==> config.mk <==
export PLATFORM = sky130hd
export DESIGN_NAME = pfc_regs
export DESIGN_NICKNAME = d
export VERILOG_FILES = /design/src/pkg/pfc_pkg.sv /design/src/hdl/pfc_resolve.sv /design/src/hdl/pfc_regs.sv
export SDC_FILE = /design/constraint.sdc
export NUM_CORES = 1
export LEC_CHECK = 0
export BUFFER_PORTS_ARGS = -buffer_cell sky130_fd_sc_hd__buf_2
export CAP_MARGIN = 5
export CORE_MARGIN = 10
export CORE_UTILIZATION = 33
export DETAILED_ROUTE_END_ITERATION = 8
export GPL_ROUTABILITY_DRIVEN = 1
export PLACE_DENSITY = 0.75
export SKIP_LAST_GASP = 1
export SYNTH_ARGS = -nofsm -noshare
export SYNTH_HDL_FRONTEND = slang
export SYNTH_SLANG_ARGS = --single-unit
==> constraint.sdc <==
create_clock -name clk_i -period 1.3 [get_ports clk_i]
set_clock_uncertainty 0.2 [all_clocks]
set_input_delay 0.065 -clock clk_i [delete_from_list [all_inputs] [get_ports clk_i]]
set_output_delay 0.065 -clock clk_i [all_outputs]
set_load 0.02 [all_outputs]
==> src/pkg/pfc_pkg.sv <==
// constants for the port 1 flow-control register block
package pfc_pkg;
    // register map (byte address on the wishbone bus)
    localparam int ADDR_W = 12;
    localparam logic [ADDR_W-1:0] PORT1_FLOW_CONTROL_CONFIG_OFS = 12'h1a0;

    // field positions inside port1_flow_control_config
    localparam int BIT_BACKPRESSURE_EN = 6;
    localparam int BIT_DUPLEX_NOW = 5;
    localparam int BIT_PAUSE_RX_NOW = 4;
    localparam int BIT_PAUSE_TX_NOW = 3;
    localparam int BIT_PAUSE_RX_EN = 2;
    localparam int BIT_PAUSE_TX_EN = 1;
    localparam int BIT_MANUAL_SELECT = 0;
    localparam int FIELD_TOP = 6;

    // read value of the reserved upper bits
    localparam logic [31:FIELD_TOP+1] RESERVED_READ = 25'h000_0000;

    // strap vector layout
    localparam int STRAP_N = 5;
    localparam int STRAP_BACKPRESSURE = 0;
    localparam int STRAP_PAUSE_ENABLE = 1;
    localparam int STRAP_MANUAL_SELECT = 2;
    localparam int STRAP_FULL_DUPLEX = 3;
    localparam int STRAP_AUTONEG = 4;

    // duplex encoding of the status bit
    localparam logic DUPLEX_FULL = 1'b0;
    localparam logic DUPLEX_HALF = 1'b1;
endpackage

==> src/hdl/pfc_resolve.sv <==
// resolves which pause directions are in force on port 1
`timescale 1ns/1ps
`default_nettype none
module pfc_resolve
    import pfc_pkg::*;
(
    input wire logic manual_select_i,
    input wire logic autoneg_en_i,
    input wire logic full_duplex_i,
    input wire logic pause_rx_en_i,
    input wire logic pause_tx_en_i,
    input wire logic an_pause_rx_i,
    input wire logic an_pause_tx_i,
    output logic duplex_now_o,
    output logic pause_rx_now_o,
    output logic pause_tx_now_o
);
    logic use_stored;

    // stored bits win when manual or negotiation is off
    assign use_stored = manual_select_i | ~autoneg_en_i;

    // pause frames only make sense in full duplex, so half duplex masks both
    always_comb begin
        duplex_now_o = full_duplex_i ? DUPLEX_FULL : DUPLEX_HALF;
        if (use_stored) begin
            pause_rx_now_o = pause_rx_en_i & full_duplex_i;
            pause_tx_now_o = pause_tx_en_i & full_duplex_i;
        end else begin
            // negotiated result, stored enables ignored
            pause_rx_now_o = an_pause_rx_i & full_duplex_i;
            pause_tx_now_o = an_pause_tx_i & full_duplex_i;
        end
    end
endmodule
`default_nettype wire

==> src/hdl/pfc_regs.sv <==
// port 1 flow-control config register with wishbone slave and status
//
// Our own choice: the Wishbone register port.
`timescale 1ns/1ps
`default_nettype none
module pfc_regs
    import pfc_pkg::*;
(
    input wire logic clk_i,
    input wire logic rst_i,
    input wire logic ce_i,
    // wishbone classic slave
    input wire logic wb_cyc_i,
    input wire logic wb_stb_i,
    input wire logic wb_we_i,
    input wire logic [ADDR_W-1:0] wb_adr_i,
    input wire logic [3:0] wb_sel_i,
    input wire logic [31:0] wb_dat_i,
    output logic [31:0] wb_dat_o,
    output logic wb_ack_o,
    // configuration strap pins
    input wire logic backpressure_strap_i,
    input wire logic pause_enable_strap_i,
    input wire logic manual_select_strap_i,
    input wire logic full_duplex_strap_i,
    input wire logic autoneg_strap_i,
    // configuration loader rewrite of the straps
    input wire logic loader_load_i,
    input wire logic loader_backpressure_i,
    input wire logic loader_pause_enable_i,
    input wire logic loader_manual_select_i,
    // link state from the phy and negotiation
    input wire logic autoneg_en_i,
    input wire logic link_full_duplex_i,
    input wire logic an_pause_rx_i,
    input wire logic an_pause_tx_i,
    // controls to the port mac
    output logic port1_backpressure_en_o,
    output logic port1_pause_rx_now_o,
    output logic port1_pause_tx_now_o,
    output logic port1_duplex_now_o
);
    logic [STRAP_N-1:0] strap_pin;
    logic [STRAP_N-1:0] strap_meta;
    logic [STRAP_N-1:0] strap_sync;
    logic port1_backpressure_en;
    logic port1_pause_rx_en;
    logic port1_pause_tx_en;
    logic port1_manual_select;
    logic port1_duplex_now;
    logic port1_pause_rx_now;
    logic port1_pause_tx_now;
    logic next_duplex_now;
    logic next_pause_rx_now;
    logic next_pause_tx_now;
    logic rst_duplex_now;
    logic rst_pause_rx_now;
    logic rst_pause_tx_now;
    logic req;
    logic hit;
    logic wr_low;
    logic [31:0] rd_word;

    assign strap_pin[STRAP_BACKPRESSURE] = backpressure_strap_i;
    assign strap_pin[STRAP_PAUSE_ENABLE] = pause_enable_strap_i;
    assign strap_pin[STRAP_MANUAL_SELECT] = manual_select_strap_i;
    assign strap_pin[STRAP_FULL_DUPLEX] = full_duplex_strap_i;
    assign strap_pin[STRAP_AUTONEG] = autoneg_strap_i;

    // two-stage synchronisers, not reset and gated only by ce_i, so reset sees settled straps
    genvar gi;
    generate
        for (gi = 0; gi < STRAP_N; gi++) begin : g_sync
            always_ff @(posedge clk_i) begin
                if (ce_i) begin
                    strap_meta[gi] <= strap_pin[gi];
                    strap_sync[gi] <= strap_meta[gi];
                end
            end
        end
    endgenerate

    // bus decode: a new request is one not yet acknowledged
    assign req = wb_cyc_i & wb_stb_i & ~wb_ack_o;
    assign hit = wb_adr_i[ADDR_W-1:2] == PORT1_FLOW_CONTROL_CONFIG_OFS[ADDR_W-1:2];
    // only byte lane 0 carries the writable field
    assign wr_low = req & wb_we_i & hit & wb_sel_i[0];

    // writable bits: reset from straps, loader beats a software write
    always_ff @(posedge clk_i) begin
        if (rst_i) begin
            port1_backpressure_en <= strap_sync[STRAP_BACKPRESSURE];
            port1_pause_rx_en <= strap_sync[STRAP_PAUSE_ENABLE];
            port1_pause_tx_en <= strap_sync[STRAP_PAUSE_ENABLE];
            port1_manual_select <= strap_sync[STRAP_MANUAL_SELECT];
        end else if (ce_i) begin
            if (loader_load_i) begin
                port1_backpressure_en <= loader_backpressure_i;
                port1_pause_rx_en <= loader_pause_enable_i;
                port1_pause_tx_en <= loader_pause_enable_i;
                port1_manual_select <= loader_manual_select_i;
            end else if (wr_low) begin
                // status bits 5..3 and reserved bits are simply not stored
                port1_backpressure_en <= wb_dat_i[BIT_BACKPRESSURE_EN];
                port1_pause_rx_en <= wb_dat_i[BIT_PAUSE_RX_EN];
                port1_pause_tx_en <= wb_dat_i[BIT_PAUSE_TX_EN];
                port1_manual_select <= wb_dat_i[BIT_MANUAL_SELECT];
            end
        end
    end

    // reset status combines duplex, negotiation, manual and pause straps
    pfc_resolve u_rst_resolve (
        .manual_select_i(strap_sync[STRAP_MANUAL_SELECT]),
        .autoneg_en_i(strap_sync[STRAP_AUTONEG]),
        .full_duplex_i(strap_sync[STRAP_FULL_DUPLEX]),
        .pause_rx_en_i(strap_sync[STRAP_PAUSE_ENABLE]),
        .pause_tx_en_i(strap_sync[STRAP_PAUSE_ENABLE]),
        .an_pause_rx_i(strap_sync[STRAP_PAUSE_ENABLE]),
        .an_pause_tx_i(strap_sync[STRAP_PAUSE_ENABLE]),
        .duplex_now_o(rst_duplex_now),
        .pause_rx_now_o(rst_pause_rx_now),
        .pause_tx_now_o(rst_pause_tx_now)
    );

    // live status from the stored enables and the negotiated result
    pfc_resolve u_resolve (
        .manual_select_i(port1_manual_select),
        .autoneg_en_i(autoneg_en_i),
        .full_duplex_i(link_full_duplex_i),
        .pause_rx_en_i(port1_pause_rx_en),
        .pause_tx_en_i(port1_pause_tx_en),
        .an_pause_rx_i(an_pause_rx_i),
        .an_pause_tx_i(an_pause_tx_i),
        .duplex_now_o(next_duplex_now),
        .pause_rx_now_o(next_pause_rx_now),
        .pause_tx_now_o(next_pause_tx_now)
    );

    // status flops, one cycle behind the inputs they follow
    always_ff @(posedge clk_i) begin
        if (rst_i) begin
            port1_duplex_now <= rst_duplex_now;
            port1_pause_rx_now <= rst_pause_rx_now;
            port1_pause_tx_now <= rst_pause_tx_now;
        end else if (ce_i) begin
            port1_duplex_now <= next_duplex_now;
            port1_pause_rx_now <= next_pause_rx_now;
            port1_pause_tx_now <= next_pause_tx_now;
        end
    end

    // read word: in-force settings plus stored controls, reserved as zero
    always_comb begin
        rd_word = 32'h0000_0000;
        rd_word[31:FIELD_TOP+1] = RESERVED_READ;
        rd_word[BIT_BACKPRESSURE_EN] = port1_backpressure_en;
        rd_word[BIT_DUPLEX_NOW] = port1_duplex_now;
        rd_word[BIT_PAUSE_RX_NOW] = port1_pause_rx_now;
        rd_word[BIT_PAUSE_TX_NOW] = port1_pause_tx_now;
        rd_word[BIT_PAUSE_RX_EN] = port1_pause_rx_en;
        rd_word[BIT_PAUSE_TX_EN] = port1_pause_tx_en;
        rd_word[BIT_MANUAL_SELECT] = port1_manual_select;
    end

    // one-cycle ack; unmapped addresses ack with zero and drop writes
    always_ff @(posedge clk_i) begin
        if (rst_i) begin
            wb_ack_o <= 1'b0;
            wb_dat_o <= 32'h0000_0000;
        end else if (ce_i) begin
            wb_ack_o <= req;
            if (req && !wb_we_i) begin
                wb_dat_o <= hit ? rd_word : 32'h0000_0000;
            end
        end
    end

    // the phy advertisement register has no path from here, by design
    assign port1_backpressure_en_o = port1_backpressure_en;
    assign port1_pause_rx_now_o = port1_pause_rx_now;
    assign port1_pause_tx_now_o = port1_pause_tx_now;
    assign port1_duplex_now_o = port1_duplex_now;

    // checks on the behaviour above
    logic rd_hit_q;
    always_ff @(posedge clk_i) begin
        if (rst_i) begin
            rd_hit_q <= 1'b0;
        end else if (ce_i) begin
            rd_hit_q <= req & ~wb_we_i & hit;
        end
    end

    bp_write_a: assert property (
        @(posedge clk_i) disable iff (rst_i)
        wr_low && ce_i && !loader_load_i |=>
            port1_backpressure_en_o == $past(wb_dat_i[BIT_BACKPRESSURE_EN]))
        else $error("backpressure enable did not follow the write");

    // the reset edge itself is kept out: status then holds the strap values
    duplex_track_a: assert property (
        @(posedge clk_i) disable iff (rst_i)
        !rst_i && ce_i |=> port1_duplex_now_o == !$past(link_full_duplex_i))
        else $error("duplex status does not follow the link");

    rx_manual_a: assert property (
        @(posedge clk_i) disable iff (rst_i)
        !rst_i && ce_i && port1_manual_select && link_full_duplex_i |=>
            port1_pause_rx_now_o == $past(port1_pause_rx_en))
        else $error("manual receive pause not applied");

    tx_manual_a: assert property (
        @(posedge clk_i) disable iff (rst_i)
        !rst_i && ce_i && port1_manual_select && link_full_duplex_i |=>
            port1_pause_tx_now_o == $past(port1_pause_tx_en))
        else $error("manual transmit pause not applied");

    neg_result_a: assert property (
        @(posedge clk_i) disable iff (rst_i)
        !rst_i && ce_i && !port1_manual_select && autoneg_en_i |=>
            port1_pause_rx_now_o == $past(an_pause_rx_i && link_full_duplex_i) &&
            port1_pause_tx_now_o == $past(an_pause_tx_i && link_full_duplex_i))
        else $error("negotiated pause not applied");

    no_neg_a: assert property (
        @(posedge clk_i) disable iff (rst_i)
        !rst_i && ce_i && !port1_manual_select && !autoneg_en_i && link_full_duplex_i |=>
            port1_pause_rx_now_o == $past(port1_pause_rx_en) &&
            port1_pause_tx_now_o == $past(port1_pause_tx_en))
        else $error("stored enable ignored without negotiation");

    half_no_pause_a: assert property (
        @(posedge clk_i) disable iff (rst_i)
        !rst_i && ce_i && !link_full_duplex_i |=>
            !port1_pause_rx_now_o && !port1_pause_tx_now_o)
        else $error("pause active in half duplex");

    strap_reset_a: assert property (
        @(posedge clk_i)
        $fell(rst_i) |->
            port1_backpressure_en_o == $past(strap_sync[STRAP_BACKPRESSURE]) &&
            port1_manual_select == $past(strap_sync[STRAP_MANUAL_SELECT]))
        else $error("writable bits not loaded from straps");

    // status reset: duplex from its strap, pause only with pause and full duplex straps
    status_reset_a: assert property (
        @(posedge clk_i)
        $fell(rst_i) |->
            port1_duplex_now_o == !$past(strap_sync[STRAP_FULL_DUPLEX]) &&
            port1_pause_rx_now_o == $past(strap_sync[STRAP_PAUSE_ENABLE] &&
                strap_sync[STRAP_FULL_DUPLEX]))
        else $error("status bits not loaded from the straps");

    // a write without byte lane 0 must leave the stored controls alone
    lane_off_a: assert property (
        @(posedge clk_i) disable iff (rst_i)
        req && wb_we_i && !wb_sel_i[0] && ce_i && !loader_load_i |=>
            $stable(port1_backpressure_en) && $stable(port1_manual_select))
        else $error("write with lane 0 off changed the register");

    loader_a: assert property (
        @(posedge clk_i) disable iff (rst_i)
        loader_load_i && ce_i |=>
            port1_pause_rx_en == $past(loader_pause_enable_i) &&
            port1_backpressure_en_o == $past(loader_backpressure_i))
        else $error("loader rewrite not taken");

    read_back_a: assert property (
        @(posedge clk_i) disable iff (rst_i)
        wb_ack_o && rd_hit_q && $past(ce_i) |->
            wb_dat_o[BIT_PAUSE_TX_NOW] == $past(port1_pause_tx_now))
        else $error("read data does not show transmit pause state");

    reserved_zero_a: assert property (
        @(posedge clk_i) disable iff (rst_i)
        wb_ack_o |-> wb_dat_o[31:FIELD_TOP+1] == '0)
        else $error("reserved bits read nonzero");

    ack_once_a: assert property (
        @(posedge clk_i) disable iff (rst_i)
        wb_ack_o && ce_i |=> !wb_ack_o)
        else $error("ack held longer than one cycle");

    ack_next_a: assert property (
        @(posedge clk_i) disable iff (rst_i)
        req && ce_i |=> wb_ack_o)
        else $error("request not acknowledged in the next cycle");

    manual_wr_c: cover property (@(posedge clk_i) disable iff (rst_i)
        wr_low && wb_dat_i[BIT_MANUAL_SELECT]);
    neg_mode_c: cover property (@(posedge clk_i) disable iff (rst_i)
        !port1_manual_select && autoneg_en_i && port1_pause_rx_now_o);
    loader_c: cover property (@(posedge clk_i) disable iff (rst_i) loader_load_i && ce_i);
    read_c: cover property (@(posedge clk_i) disable iff (rst_i) wb_ack_o && rd_hit_q);
    manual_reset_c: cover property (@(posedge clk_i) $fell(rst_i) && port1_manual_select);
endmodule
`default_nettype wire

**Yosys cells after proc, flatten, opt, wreduce, memory -nomap -nowiden**

Index checks and enable logic that the tools add are counted.

- Bits in registers: 48
- Bits in latches: 0
- Bits in writable memories: 0
- Memory bits (read-only): 0
- Output and inout port bits: 37
- Logic and storage cells: 64
- Memories: 0

- Add/subtract/negate cells: 0
- $mul: 0
- Div/mod/pow operators: 0
- $lt $le $gt $ge: 0
- Equality and inequality tests: 1
- Shifts and indexed selects: 0
- Multiplexer cells: 27
- Bitwise operators: 13
- Reduce and logical (&&, ||, !) cells: 6

Operators with widths:

| kind | number |
|---|---|
| 1-bit 2-to-1 mux | 26 |
| 1-bit bitwise AND | 10 |
| 10-bit by 7-bit equality test with 1-bit output (second input constant) | 1 |
| 7-bit 2-to-1 mux | 1 |
| 2-bit AND reduction | 2 |
| 3-bit nonzero test | 1 |
| 1-bit inverter | 2 |
| 2-bit nonzero test | 1 |
| 1-bit logical AND | 1 |
| 1-bit zero test | 1 |
| 1-bit OR | 1 |

**Longest topological paths before layout**

Gate-level depths: netlist of run 1.

- Depth after elaboration: 9
- Gate-level depth with buffers: 3
- Mapped depth without buffers: 3

**Hierarchy**

From an unflattened synthesis of run 1, not the netlist that was laid out.

- Cell total of the unflattened synthesis: 112
- Area total of the unflattened synthesis: 1288.7 sq um

By module, submodules not included:

| module | instances | cells an instance | area an instance (sq um) | seq. area each (sq um) |
|---|---|---|---|---|
| pfc_regs | 1 | 96 | 1183.6 | 670.6 |
| pfc_resolve | 2 | 8 | 52.6 | 0.0 |

**Worst setup path after synthesis of run 1**

No wires, ideal clock.

- Kind: flip-flop to flip-flop
- Start point: reg wb_ack_o
- End point: reg port1_backpressure_en (netlist: port1_backpressure_en_o) (enable)
- Library setup time: 307 ps
- Arrival time: 939 ps
- Data required time: 793 ps
- Path slack: -146 ps
- Cell stages (with the launch flop): 4
- Period minus slack after synthesis: 1446 ps
- Path through: dfxtp_1 and4b_1 nand4_1 nand2_1

- Word-level cells in the longest chain between the ends: 7

Ends and longest elaborated chain:

| element | line | source |
|---|---|---|
| start: declaration | pfc_regs.sv:20 | `output logic wb_ack_o,` |
| start signal: assignment | pfc_regs.sv:172 | `wb_ack_o <= req;` |
| 1-bit inverter | pfc_regs.sv:84 | `assign req = wb_cyc_i & wb_stb_i & ~wb_ack_o;` |
| 1-bit bitwise AND | pfc_regs.sv:84 |  |
| 1-bit bitwise AND (3 in a row) | pfc_regs.sv:87 | `assign wr_low = req & wb_we_i & hit & wb_sel_i[0];` |
| 3-bit nonzero test (no line) | -- |  |
| 2-bit AND reduction (no line) | -- |  |
| end signal: assignment | pfc_regs.sv:92 | `port1_backpressure_en <= strap_sync[STRAP_BACKPRESSURE];` |
| end signal: assignment | pfc_regs.sv:98 | `port1_backpressure_en <= loader_backpressure_i;` |
| end signal: assignment | pfc_regs.sv:104 | `port1_backpressure_en <= wb_dat_i[BIT_BACKPRESSURE_EN];` |
| end: declaration | pfc_regs.sv:46 | `logic port1_backpressure_en;` |

Every way passes these cells.
A chain may end at the register's enable or synchronous reset.

**Worst setup path after layout of run 1**

- Start point: reg wb_ack_o
- End point: reg port1_pause_rx_en (enable)

- Word-level cells in the longest chain between the ends: 7

Ends and longest elaborated chain:

| element | line | source |
|---|---|---|
| 1-bit inverter | pfc_regs.sv:84 |  |
| 1-bit bitwise AND | pfc_regs.sv:84 |  |
| 1-bit bitwise AND (3 in a row) | pfc_regs.sv:87 |  |
| 3-bit nonzero test (no line) | -- |  |
| 2-bit AND reduction (no line) | -- |  |
| end signal: assignment | pfc_regs.sv:93 | `port1_pause_rx_en <= strap_sync[STRAP_PAUSE_ENABLE];` |
| end signal: assignment | pfc_regs.sv:99 | `port1_pause_rx_en <= loader_pause_enable_i;` |
| end signal: assignment | pfc_regs.sv:105 | `port1_pause_rx_en <= wb_dat_i[BIT_PAUSE_RX_EN];` |
| end: declaration | pfc_regs.sv:47 | `logic port1_pause_rx_en;` |

Every way passes these cells.

==> run summary, run 1 <==
status - finished, violations left
failing checks - hold timing, setup timing
Min Clock Period, post-route - 1390 ps
Sw Ratio - 27.1%
Required @ worst endpoint - 1140 ps
worst hold margin - -55.0 ps
vias in the first global route - 1,018
static leakage - 0.768 nW
Core Util, Final - 48.5%
worst setup margin - -85.3 ps
via/cell ratio - 4.01
Layout area overhead - 42.1%
row count - 21
Mapped Area - 1140 µm²
cts-stage hold buffer count - 17
Syn Area/Cell - 11.5 µm²
clock share of power - 22.2%
fill count - 322
global-route wire length before repair - 4510 µm
IO buf count - 44
die area - 6200 µm²
Nets - 238
Seq cells post-synth - 23
Synth Warn # - 0
WL final - 2770 µm
htree depth - 1
design area - 1620 µm²
combinational power share - 20.2%
Hold Path Class - input pin to flop
crit share post-route - 107%
clk buf depth - 2
Startpoint Class - flop
Ant. Diodes - 0
unrepaired setup endpoints after global routing - yes
GRT Total Usage - 8.96%
antenna violations before repair - 0
WL per Instance - 12.8 µm
GPL Wtd Cong - 0.728
Post-synth EDFFs - 15
drt first pass iters - 3
fin cells - 216
Top Ports - 104
Setup CP Type - flop to flop
Clock transition at path regs - 120 ps
GR Util met3 - 7.32%
CP Data Arrival Time - 1220 ps
placed cell areas - 1370 µm²
VDD IR-drop max - 0.620 mV
post-synthesis sequential area ratio - 53.6%
final setup vio count - 13
Sequential Power Share - 57.7%
via count - 867
die height - 78.7 µm
MaxCap Viol Count - 0
clk_lat worst skew - 310 ps
initial core utilization - 34.1%
Initial DRC Count - 15
Overflow after GRT - 0
placed cells - 193
grt met2 use - 16.1%
clk root buf - clkbuf_4
Final Slew Violations - 0
NetSw - 395 µW
ys async rst share - 0%
critical-path maximum fanout - 4
CTS sink count - 23
element type at the critical path end - flop
CTS tree - built
met1 Usage GRT - 7.77%
Top Usage Layer GRT - met2
share of layout cells above drive strength 1 - 41.2%
DRC - 0
post-synth cell types - 24
Fmax - 722 MHz
PwrDens - 903 nW/µm²
DP HPWL - 2180 µm
Pint - 1.07 mW
Die X - 78.7 µm
clock buffer count from CTS - 3
core area - 3340 µm²
Primary FF master, synth - edfxtp_1
final hold violation count - 7
Cells after Synth - 99
largest net degree at the start of global routing - 14
Post-DRT Antenna Nets - 0
[placed cells by master (no fill, tap or decap), drive strengths merged, types with 2 or more instances in the layout]
cell type,n
buf,52
o2bb2ai,7
clkbuf,3
conb,25
a21oi,6
nand2,3
nand2b,3
inv,9
edfxtp,15
nand4,2
nor2b,2
dfxtp,8
o21ai,4
mux2i,4
and4b,2
dlygate4sd3,17
[state kept, by name, summed over array words and instances, names as in the netlist]
name / count
strap_sync: 4
port1_pause_rx_now_o: 1
wb_dat_o: 7
port1_pause_tx_en: 1
port1_duplex_now_o: 1
port1_backpressure_en_o: 1
strap_meta: 4
wb_ack_o: 1
port1_pause_tx_now_o: 1
port1_pause_rx_en: 1
port1_manual_select: 1
[per-stage QoR]
stage	hold slack (ps)	TNS (ps)	power [mW]	worst slack (ps)
4_1_cts	-69.6	-826	1.47	-83.7
6_report	-55.0	-819	1.46	-85.3
3_3_place_gp	41.7	-475	1.09	-78.8
5_1_grt	-62.9	-1630	1.55	-151
2_1_floorplan	-36.1	-281	1.05	-70.2
3_5_place_dp	52.6	-760	1.10	-78.4
[path summary, 6_finish.rpt]
path                                              start                     endpoint  slack, ps  cells past startpoint
worst min-delay path                        wb_adr_i[4]     wb_dat_o[6]$_SDFFE_PP0P_        -60                      4
worst min register to register  strap_meta[2]$_DFFE_PP_      strap_sync[2]$_DFFE_PP_        240                      0
worst max register to register    wb_ack_o$_SDFFE_PP0P_  port1_pause_rx_en$_DFFE_PP_        -90                      3
worst max-delay path              wb_ack_o$_SDFFE_PP0P_  port1_pause_rx_en$_DFFE_PP_        -90                      3
[Yosys cell counts (all sizes together) (2+ instances only)]
master | number | share of area (%)
buf | 25 | 16
edfxtp | 15 | 40
inv | 9 | 3.0
dfxtp | 8 | 14
o2bb2ai | 7 | 5.4
a21oi | 6 | 3.0
mux2i | 4 | 3.5
o21ai | 4 | 1.8
nand2 | 3 | 0.99
nand2b | 3 | 1.6
and4b | 2 | 1.8
nand4 | 2 | 1.6
nor2b | 2 | 1.1
[cell type report]
cell class | instances | area [µm²] | share of cell area (%)
flip-flops and latches | 23 | 612 | 37.8
multi-input cells | 65 | 433 | 26.8
well taps | 46 | 57.6 | 3.56
inverters | 9 | 33.8 | 2.09
repair buffers | 69 | 454 | 28.1
clock buffers | 3 | 22.5 | 1.39
clock inverters | 1 | 5.00 | 0.309
[what timing repair did]
action                     4_1_cts  5_1_grt
pin swaps                        7        1
setup endpoints to repair       13       13
cloned                           0        0
hold endpoints to repair        27        7
resized for setup                6        3
buffers inserted                 2        0
[power by group through the flow]
stage / registers, mW / clock network (mW) / logic, mW
after floorplan: 0.874 / 0 / 0.180
after CTS: 0.844 / 0.341 / 0.288
after global routing: 0.849 / 0.373 / 0.325
final: 0.843 / 0.324 / 0.295
after detailed placement: 0.860 / 0 / 0.237
after global placement: 0.858 / 0 / 0.231
[kinds of logic (layout without fill, tap and decap cells)]
| kind of cell | after synthesis | in the layout | synth area share [%] |
|---|---|---|---|
| multiplexers | 4 | 4 | 3.52 |
| flip-flops | 23 | 23 | 53.6 |
| AO/OA/AOI/OAI | 18 | 18 | 10.8 |
| buffers and inverters | 35 | 82 | 19.8 |
| AND/OR/NAND/NOR | 18 | 18 | 12.0 |
| other | 1 | 25 | 0.329 |
[critical path, cell delays in order, from the launching register on]
cell and delay, ps:
dfxtp_2 340, and4b_2 340, nand4_1 110, nand2_2 120
[routing by layer]
layer / part of all wire [%] / vias up / routed length [µm]
li1: - / 439 / -
met1: 35 / 377 / 961
met2: 49 / 51 / 1350
met3: 16 / 0 / 457
met4: 0 / 0 / 0
met5: 0 / - / 0
Note: power is estimated with default switching activity, not from simulation.
==> inputs of run 2 (changes only) <==
CORE_UTILIZATION = 39   (was 33)
MAX_ROUTING_LAYER = met4   (was not set)
PLACE_DENSITY = 0.84   (was 0.75)
clock period = 1.7 ns   (was 1.3 ns; I/O delays follow)
==> run 2 against run 1 <==
Compared with the run above: the run now ends clean; clock power is 23% lower; via count increased by 1.6%; non-clock buffer count shrank 5; sequential cell count unchanged; sequential power shrank 23%; highest routed layer unchanged.
==> run summary, run 2 (synthesis results as in run 1) <==
status - finished, final reports clean
commonest non-fill, non-tap cell in the layout - buf_2
VDD IR-drop max - 0.618 mV
Min Clock Period, post-route - 1620 ps
Cells on Worst Hold Path - 3
cts-stage hold buffer count - 19
clk_lat worst skew - 310 ps
Startpoint Class - input pin
unrepaired setup endpoints after global routing - no
via count - 881
htree depth - 1
PwrDens - 727 nW/µm²
# Post-CTS Setup Buffers - 0
initial core utilization - 40.9%
final setup vio count - 0
Worst R2R End - port1_pause_rx_en$_DFFE_PP_
CP most frequent cell - dlygate4sd3_1
die height - 74.0 µm
vias in the first global route - 943
global-route wire length before repair - 4440 µm
crit share post-route - 95.4%
Hold Path Class - input pin to flop
startpoint of the worst hold path - wb_dat_i[0]
worst path cell trace - dlygate4sd3_1 -> buf_2 -> mux2i_1 -> dlygate4sd3_1 -> o21ai_0
CP top delay family - buffers and inverters
antenna violations before repair - 0
final hold violation count - 0
Critical R2R Launch - wb_ack_o$_SDFFE_PP0P_
Core Util, Final - 54.7%
Initial DRC Count - 12
clk root buf - clkbuf_4
clk buf depth - 2
Setup CP Type - input pin to flop
CTS tree - built
Layout area overhead - 33.5%
WL final - 2840 µm
Top Ports - 104
Ant. Diodes - 0
CP Data Arrival Time - 1480 ps
IO buf count - 44
largest net degree at the start of global routing - 15
die area - 5480 µm²
DP HPWL - 2180 µm
drt first pass iters - 4
Largest register FFs - 7
GPL Wtd Cong - 0.729
WL per Instance - 14.5 µm
r2r setup slk - 210 ps
Buf/Inv on CP - 3
MaxCap Viol Count - 0
most frequent cells in the layout - buf_2, conb_1, dlygate4sd3_1, edfxtp_1, inv_1
Worst path depth - 5
top flop regs - wb_dat_o: 7 flops, strap_meta: 4 flops, strap_sync: 4 flops
row count - 19
Die X - 74.0 µm
Reg with most FFs - wb_dat_o
core area - 2780 µm²
GRT Total Usage - 10.5%
Required @ worst endpoint - 1560 ps
cts repair resizes - 0
Clock transition at path regs - 120 ps
Final Slew Violations - 0
Nets - 233
Overflow after GRT - 0
critical-path maximum fanout - 1
share of layout cells above drive strength 1 - 32.7%
max incr delay on CP - 570 ps
via/cell ratio - 4.49
Fmax - 617 MHz
Post-DRT Antenna Nets - 0
CTS sink count - 23
Fin Setup TNS - 0 ps
worst hold margin - 5.26 ps
element type at the critical path end - flop
DRC - 0
Worst Reg-to-Reg Cells - 3
static leakage - 0.727 nW
slowest CP cell - dlygate4sd3_1
Worst Hold Endpoint - port1_manual_select$_DFFE_PP_
clock buffer count from CTS - 3
==> run 2: worst max path at each step <==
| stage | start | to | slack [ps] |
|---|---|---|---|
| after floorplan | wb_ack_o$_SDFFE_PP0P_ | port1_backpressure_en_o$_DFFE_PP_ | 250 |
| after global placement | wb_ack_o$_SDFFE_PP0P_ | port1_manual_select$_DFFE_PP_ | 240 |
| after detailed placement | wb_ack_o$_SDFFE_PP0P_ | port1_manual_select$_DFFE_PP_ | 210 |
| after CTS | wb_adr_i[11] | port1_pause_rx_en$_DFFE_PP_ | 70 |
| after global routing | rst_i | wb_dat_o[5]$_SDFFE_PP0P_ | 20 |
| final | wb_dat_i[6] | port1_backpressure_en_o$_DFFE_PP_ | 80 |
==> run 2: metal layers <==
metal	up-vias	track usage, %	routed length (µm)
met1	395	10.6	1000
met3	0	4.92	445
li1	430	-	-
met2	56	18.8	1390
met4	0	0.621	0
met5	-	-	0
==> run 2: where the power goes <==
group | leakage, nW | internal, mW | switching (mW)
Clock | 0.0150 | 0.0917 | 0.158
Sequential | 0.214 | 0.632 | 0.0132
Combinational | 0.498 | 0.0856 | 0.124
Total | 0.727 | 0.809 | 0.295
==> run 2: cell type report <==
type                       instances  area (µm²)
sequential                        23         611
fill                             245        1260
tap                               31        38.8
clock buffer                       4        26.3
inverter                           9        33.8
multi-input combinational         65         393
timing repair buffer              64         418
==> run 2: worst reg2reg max path: cells and delay by family, from the launching register on <==
kind / cells / cell delay [ps]
DFF: 1 / 340
and+or+nand+nor: 3 / 650
==> run 2: per-stage QoR <==
step           instance area [µm²]  instances  setup WS, ps  total power, mW
2_1_floorplan                 1230        123           254            0.804
3_5_place_dp                  1300        173           208            0.831
3_3_place_gp                  1300        173           236            0.821
5_1_grt                       1520        196          24.0             1.18
6_report                      1520        196          78.9             1.10
4_1_cts                       1520        196          69.8             1.12
==> inputs of run 3 (changes only) <==
==> constraint.sdc (replaced) <==
create_clock -name clk_i -period 1.7 [get_ports clk_i]
set_clock_uncertainty 0.2 [all_clocks]
set_input_delay 0.255 -clock clk_i [delete_from_list [all_inputs] [get_ports clk_i]]
set_output_delay 0.255 -clock clk_i [all_outputs]
set_load 0.02 [all_outputs]
==> run 3 against run 2 <==
Compared with the run above: global-route usage shrank 1.2 points; sequential power is essentially flat; clock-buffer cell count is the same; core utilization shrank 5.4 points; worst hold slack gained 63 ps; clock power is essentially flat; highest routed layer unchanged.
==> run summary, run 3 (synthesis results as in run 1) <==
htree depth - 1
placed cells - 173
Critical R2R Launch - wb_ack_o$_SDFFE_PP0P_
Min Clock Period, post-route - 1470 ps
critical-path maximum fanout - 4
Initial DRC Count - 12
crit share post-route - 86.7%
final setup vio count - 0
slowest CP cell - and4b_1
via count - 816
global-route wire length before repair - 3950 µm
CP Data Arrival Time - 1290 ps
Layout area overhead - 20.3%
Final Slew Violations - 0
initial core utilization - 40.9%
vias in the first global route - 854
DRC - 0
WL final - 2520 µm
CP top delay family - simple AND/OR/NAND/NOR gates
Overflow after GRT - 0
WL per Instance - 13.9 µm
worst path cell trace - and4b_1 -> nand4_1 -> nand2_1
startpoint of the worst hold path - rst_i
die area - 5480 µm²
worst hold margin - 68.5 ps
Worst R2R End - port1_pause_rx_en$_DFFE_PP_
clk_lat worst skew - 310 ps
element type at the critical path end - flop
status - finished, final reports clean
final hold violation count - 0
IO buf count - 44
die height - 74.0 µm
share of layout cells above drive strength 1 - 36.0%
PwrDens - 785 nW/µm²
Hold Path Class - input pin to flop
fill count - 265
Ant. Diodes - 0
Post-DRT Antenna Nets - 0
GRT Total Usage - 9.27%
clk root buf - clkbuf_4
clock buffer count from CTS - 3
most frequent cells in the layout - buf_2, conb_1, edfxtp_1, inv_1, dfxtp_1
drt first pass iters - 4
Fin Setup TNS - 0 ps
CTS tree - built
Largest register FFs - 7
# Post-CTS Setup Buffers - 0
Worst Reg-to-Reg Cells - 3
Cells on Worst Hold Path - 2
DP HPWL - 2180 µm
commonest non-fill, non-tap cell in the layout - buf_2
Setup CP Type - flop to flop
largest net degree at the start of global routing - 15
via/cell ratio - 4.51
Nets - 218
cts repair resizes - 0
Buf/Inv on CP - 0
top flop regs - wb_dat_o: 7 flops, strap_meta: 4 flops, strap_sync: 4 flops
MaxCap Viol Count - 0
VDD IR-drop max - 0.605 mV
clk buf depth - 2
Clock transition at path regs - 110 ps
Reg with most FFs - wb_dat_o
max incr delay on CP - 360 ps
Die X - 74.0 µm
Required @ worst endpoint - 1520 ps
r2r setup slk - 230 ps
Worst Hold Endpoint - wb_ack_o$_SDFFE_PP0P_
antenna violations before repair - 0
Fmax - 678 MHz
CTS sink count - 23
row count - 19
Startpoint Class - flop
unrepaired setup endpoints after global routing - no
static leakage - 0.665 nW
GPL Wtd Cong - 0.729
core area - 2780 µm²
fin cells - 181
Top Ports - 104
run 3: changes by cell type in the layout (fill, tap and decap cells not counted):
cell | previous run | this run
dlygate4sd3_1 | 19 | 4
run 3: report_power, final:
group | internal [mW] | switching, mW | leakage [nW]
combinational | 0.0624 | 0.118 | 0.435
sequential | 0.632 | 0.0131 | 0.214
clock | 0.0917 | 0.158 | 0.0150
run 3: per-stage QoR:
step	worst slack [ps]	cell area [µm²]	power [mW]	utilization, %
3_5_place_dp	117	1300	0.831	46.9
5_1_grt	95.1	1370	1.15	49.3
2_1_floorplan	254	1230	0.804	-
3_3_place_gp	181	1300	0.821	46.9
6_report	225	1370	1.07	49.3
4_1_cts	186	1370	1.09	49.3
run 3: how the worst max path moves through the flow:
| stage | start | end | cells past startpoint |
|---|---|---|---|
| final | wb_ack_o$_SDFFE_PP0P_ | port1_pause_rx_en$_DFFE_PP_ | 3 |
| after CTS | wb_ack_o$_SDFFE_PP0P_ | port1_pause_rx_en$_DFFE_PP_ | 3 |
| after global routing | wb_ack_o$_SDFFE_PP0P_ | port1_manual_select$_DFFE_PP_ | 3 |
| after floorplan | wb_ack_o$_SDFFE_PP0P_ | port1_backpressure_en_o$_DFFE_PP_ | 3 |
| after global placement | wb_adr_i[11] | port1_manual_select$_DFFE_PP_ | 4 |
| after detailed placement | wb_adr_i[11] | port1_manual_select$_DFFE_PP_ | 4 |
run 3: layout make-up:
type | instances | area, µm² | share of cell area [%]
flip-flops and latches | 23 | 611 | 44.6
repair buffers | 49 | 268 | 19.5
well taps | 31 | 38.8 | 2.83
multi-input cells | 65 | 393 | 28.7
inverters | 9 | 33.8 | 2.47
clock buffers | 4 | 26.3 | 1.92
run 3: layer usage:
| metal | GRT usage (%) | vias to the layer above | routed length, µm |
|---|---|---|---|
| met5 | - | - | 0 |
| met4 | 0.621 | 0 | 0 |
| met3 | 5.32 | 0 | 461 |
| met2 | 15.8 | 58 | 1150 |
| met1 | 9.45 | 357 | 913 |
| li1 | - | 401 | - |
run 3: worst reg2reg max path: cells and delay by family (launching register included):
| family | cells | cell delay (ps) |
|---|---|---|
| simple gates | 3 | 650 |
| flops | 1 | 340 |
run 3: repair_timing:
action | CTS | global route
endpoints found under the setup margin | 0 | 0
endpoints found under the hold margin | 4 | 0
hold buffers | 4 | 0
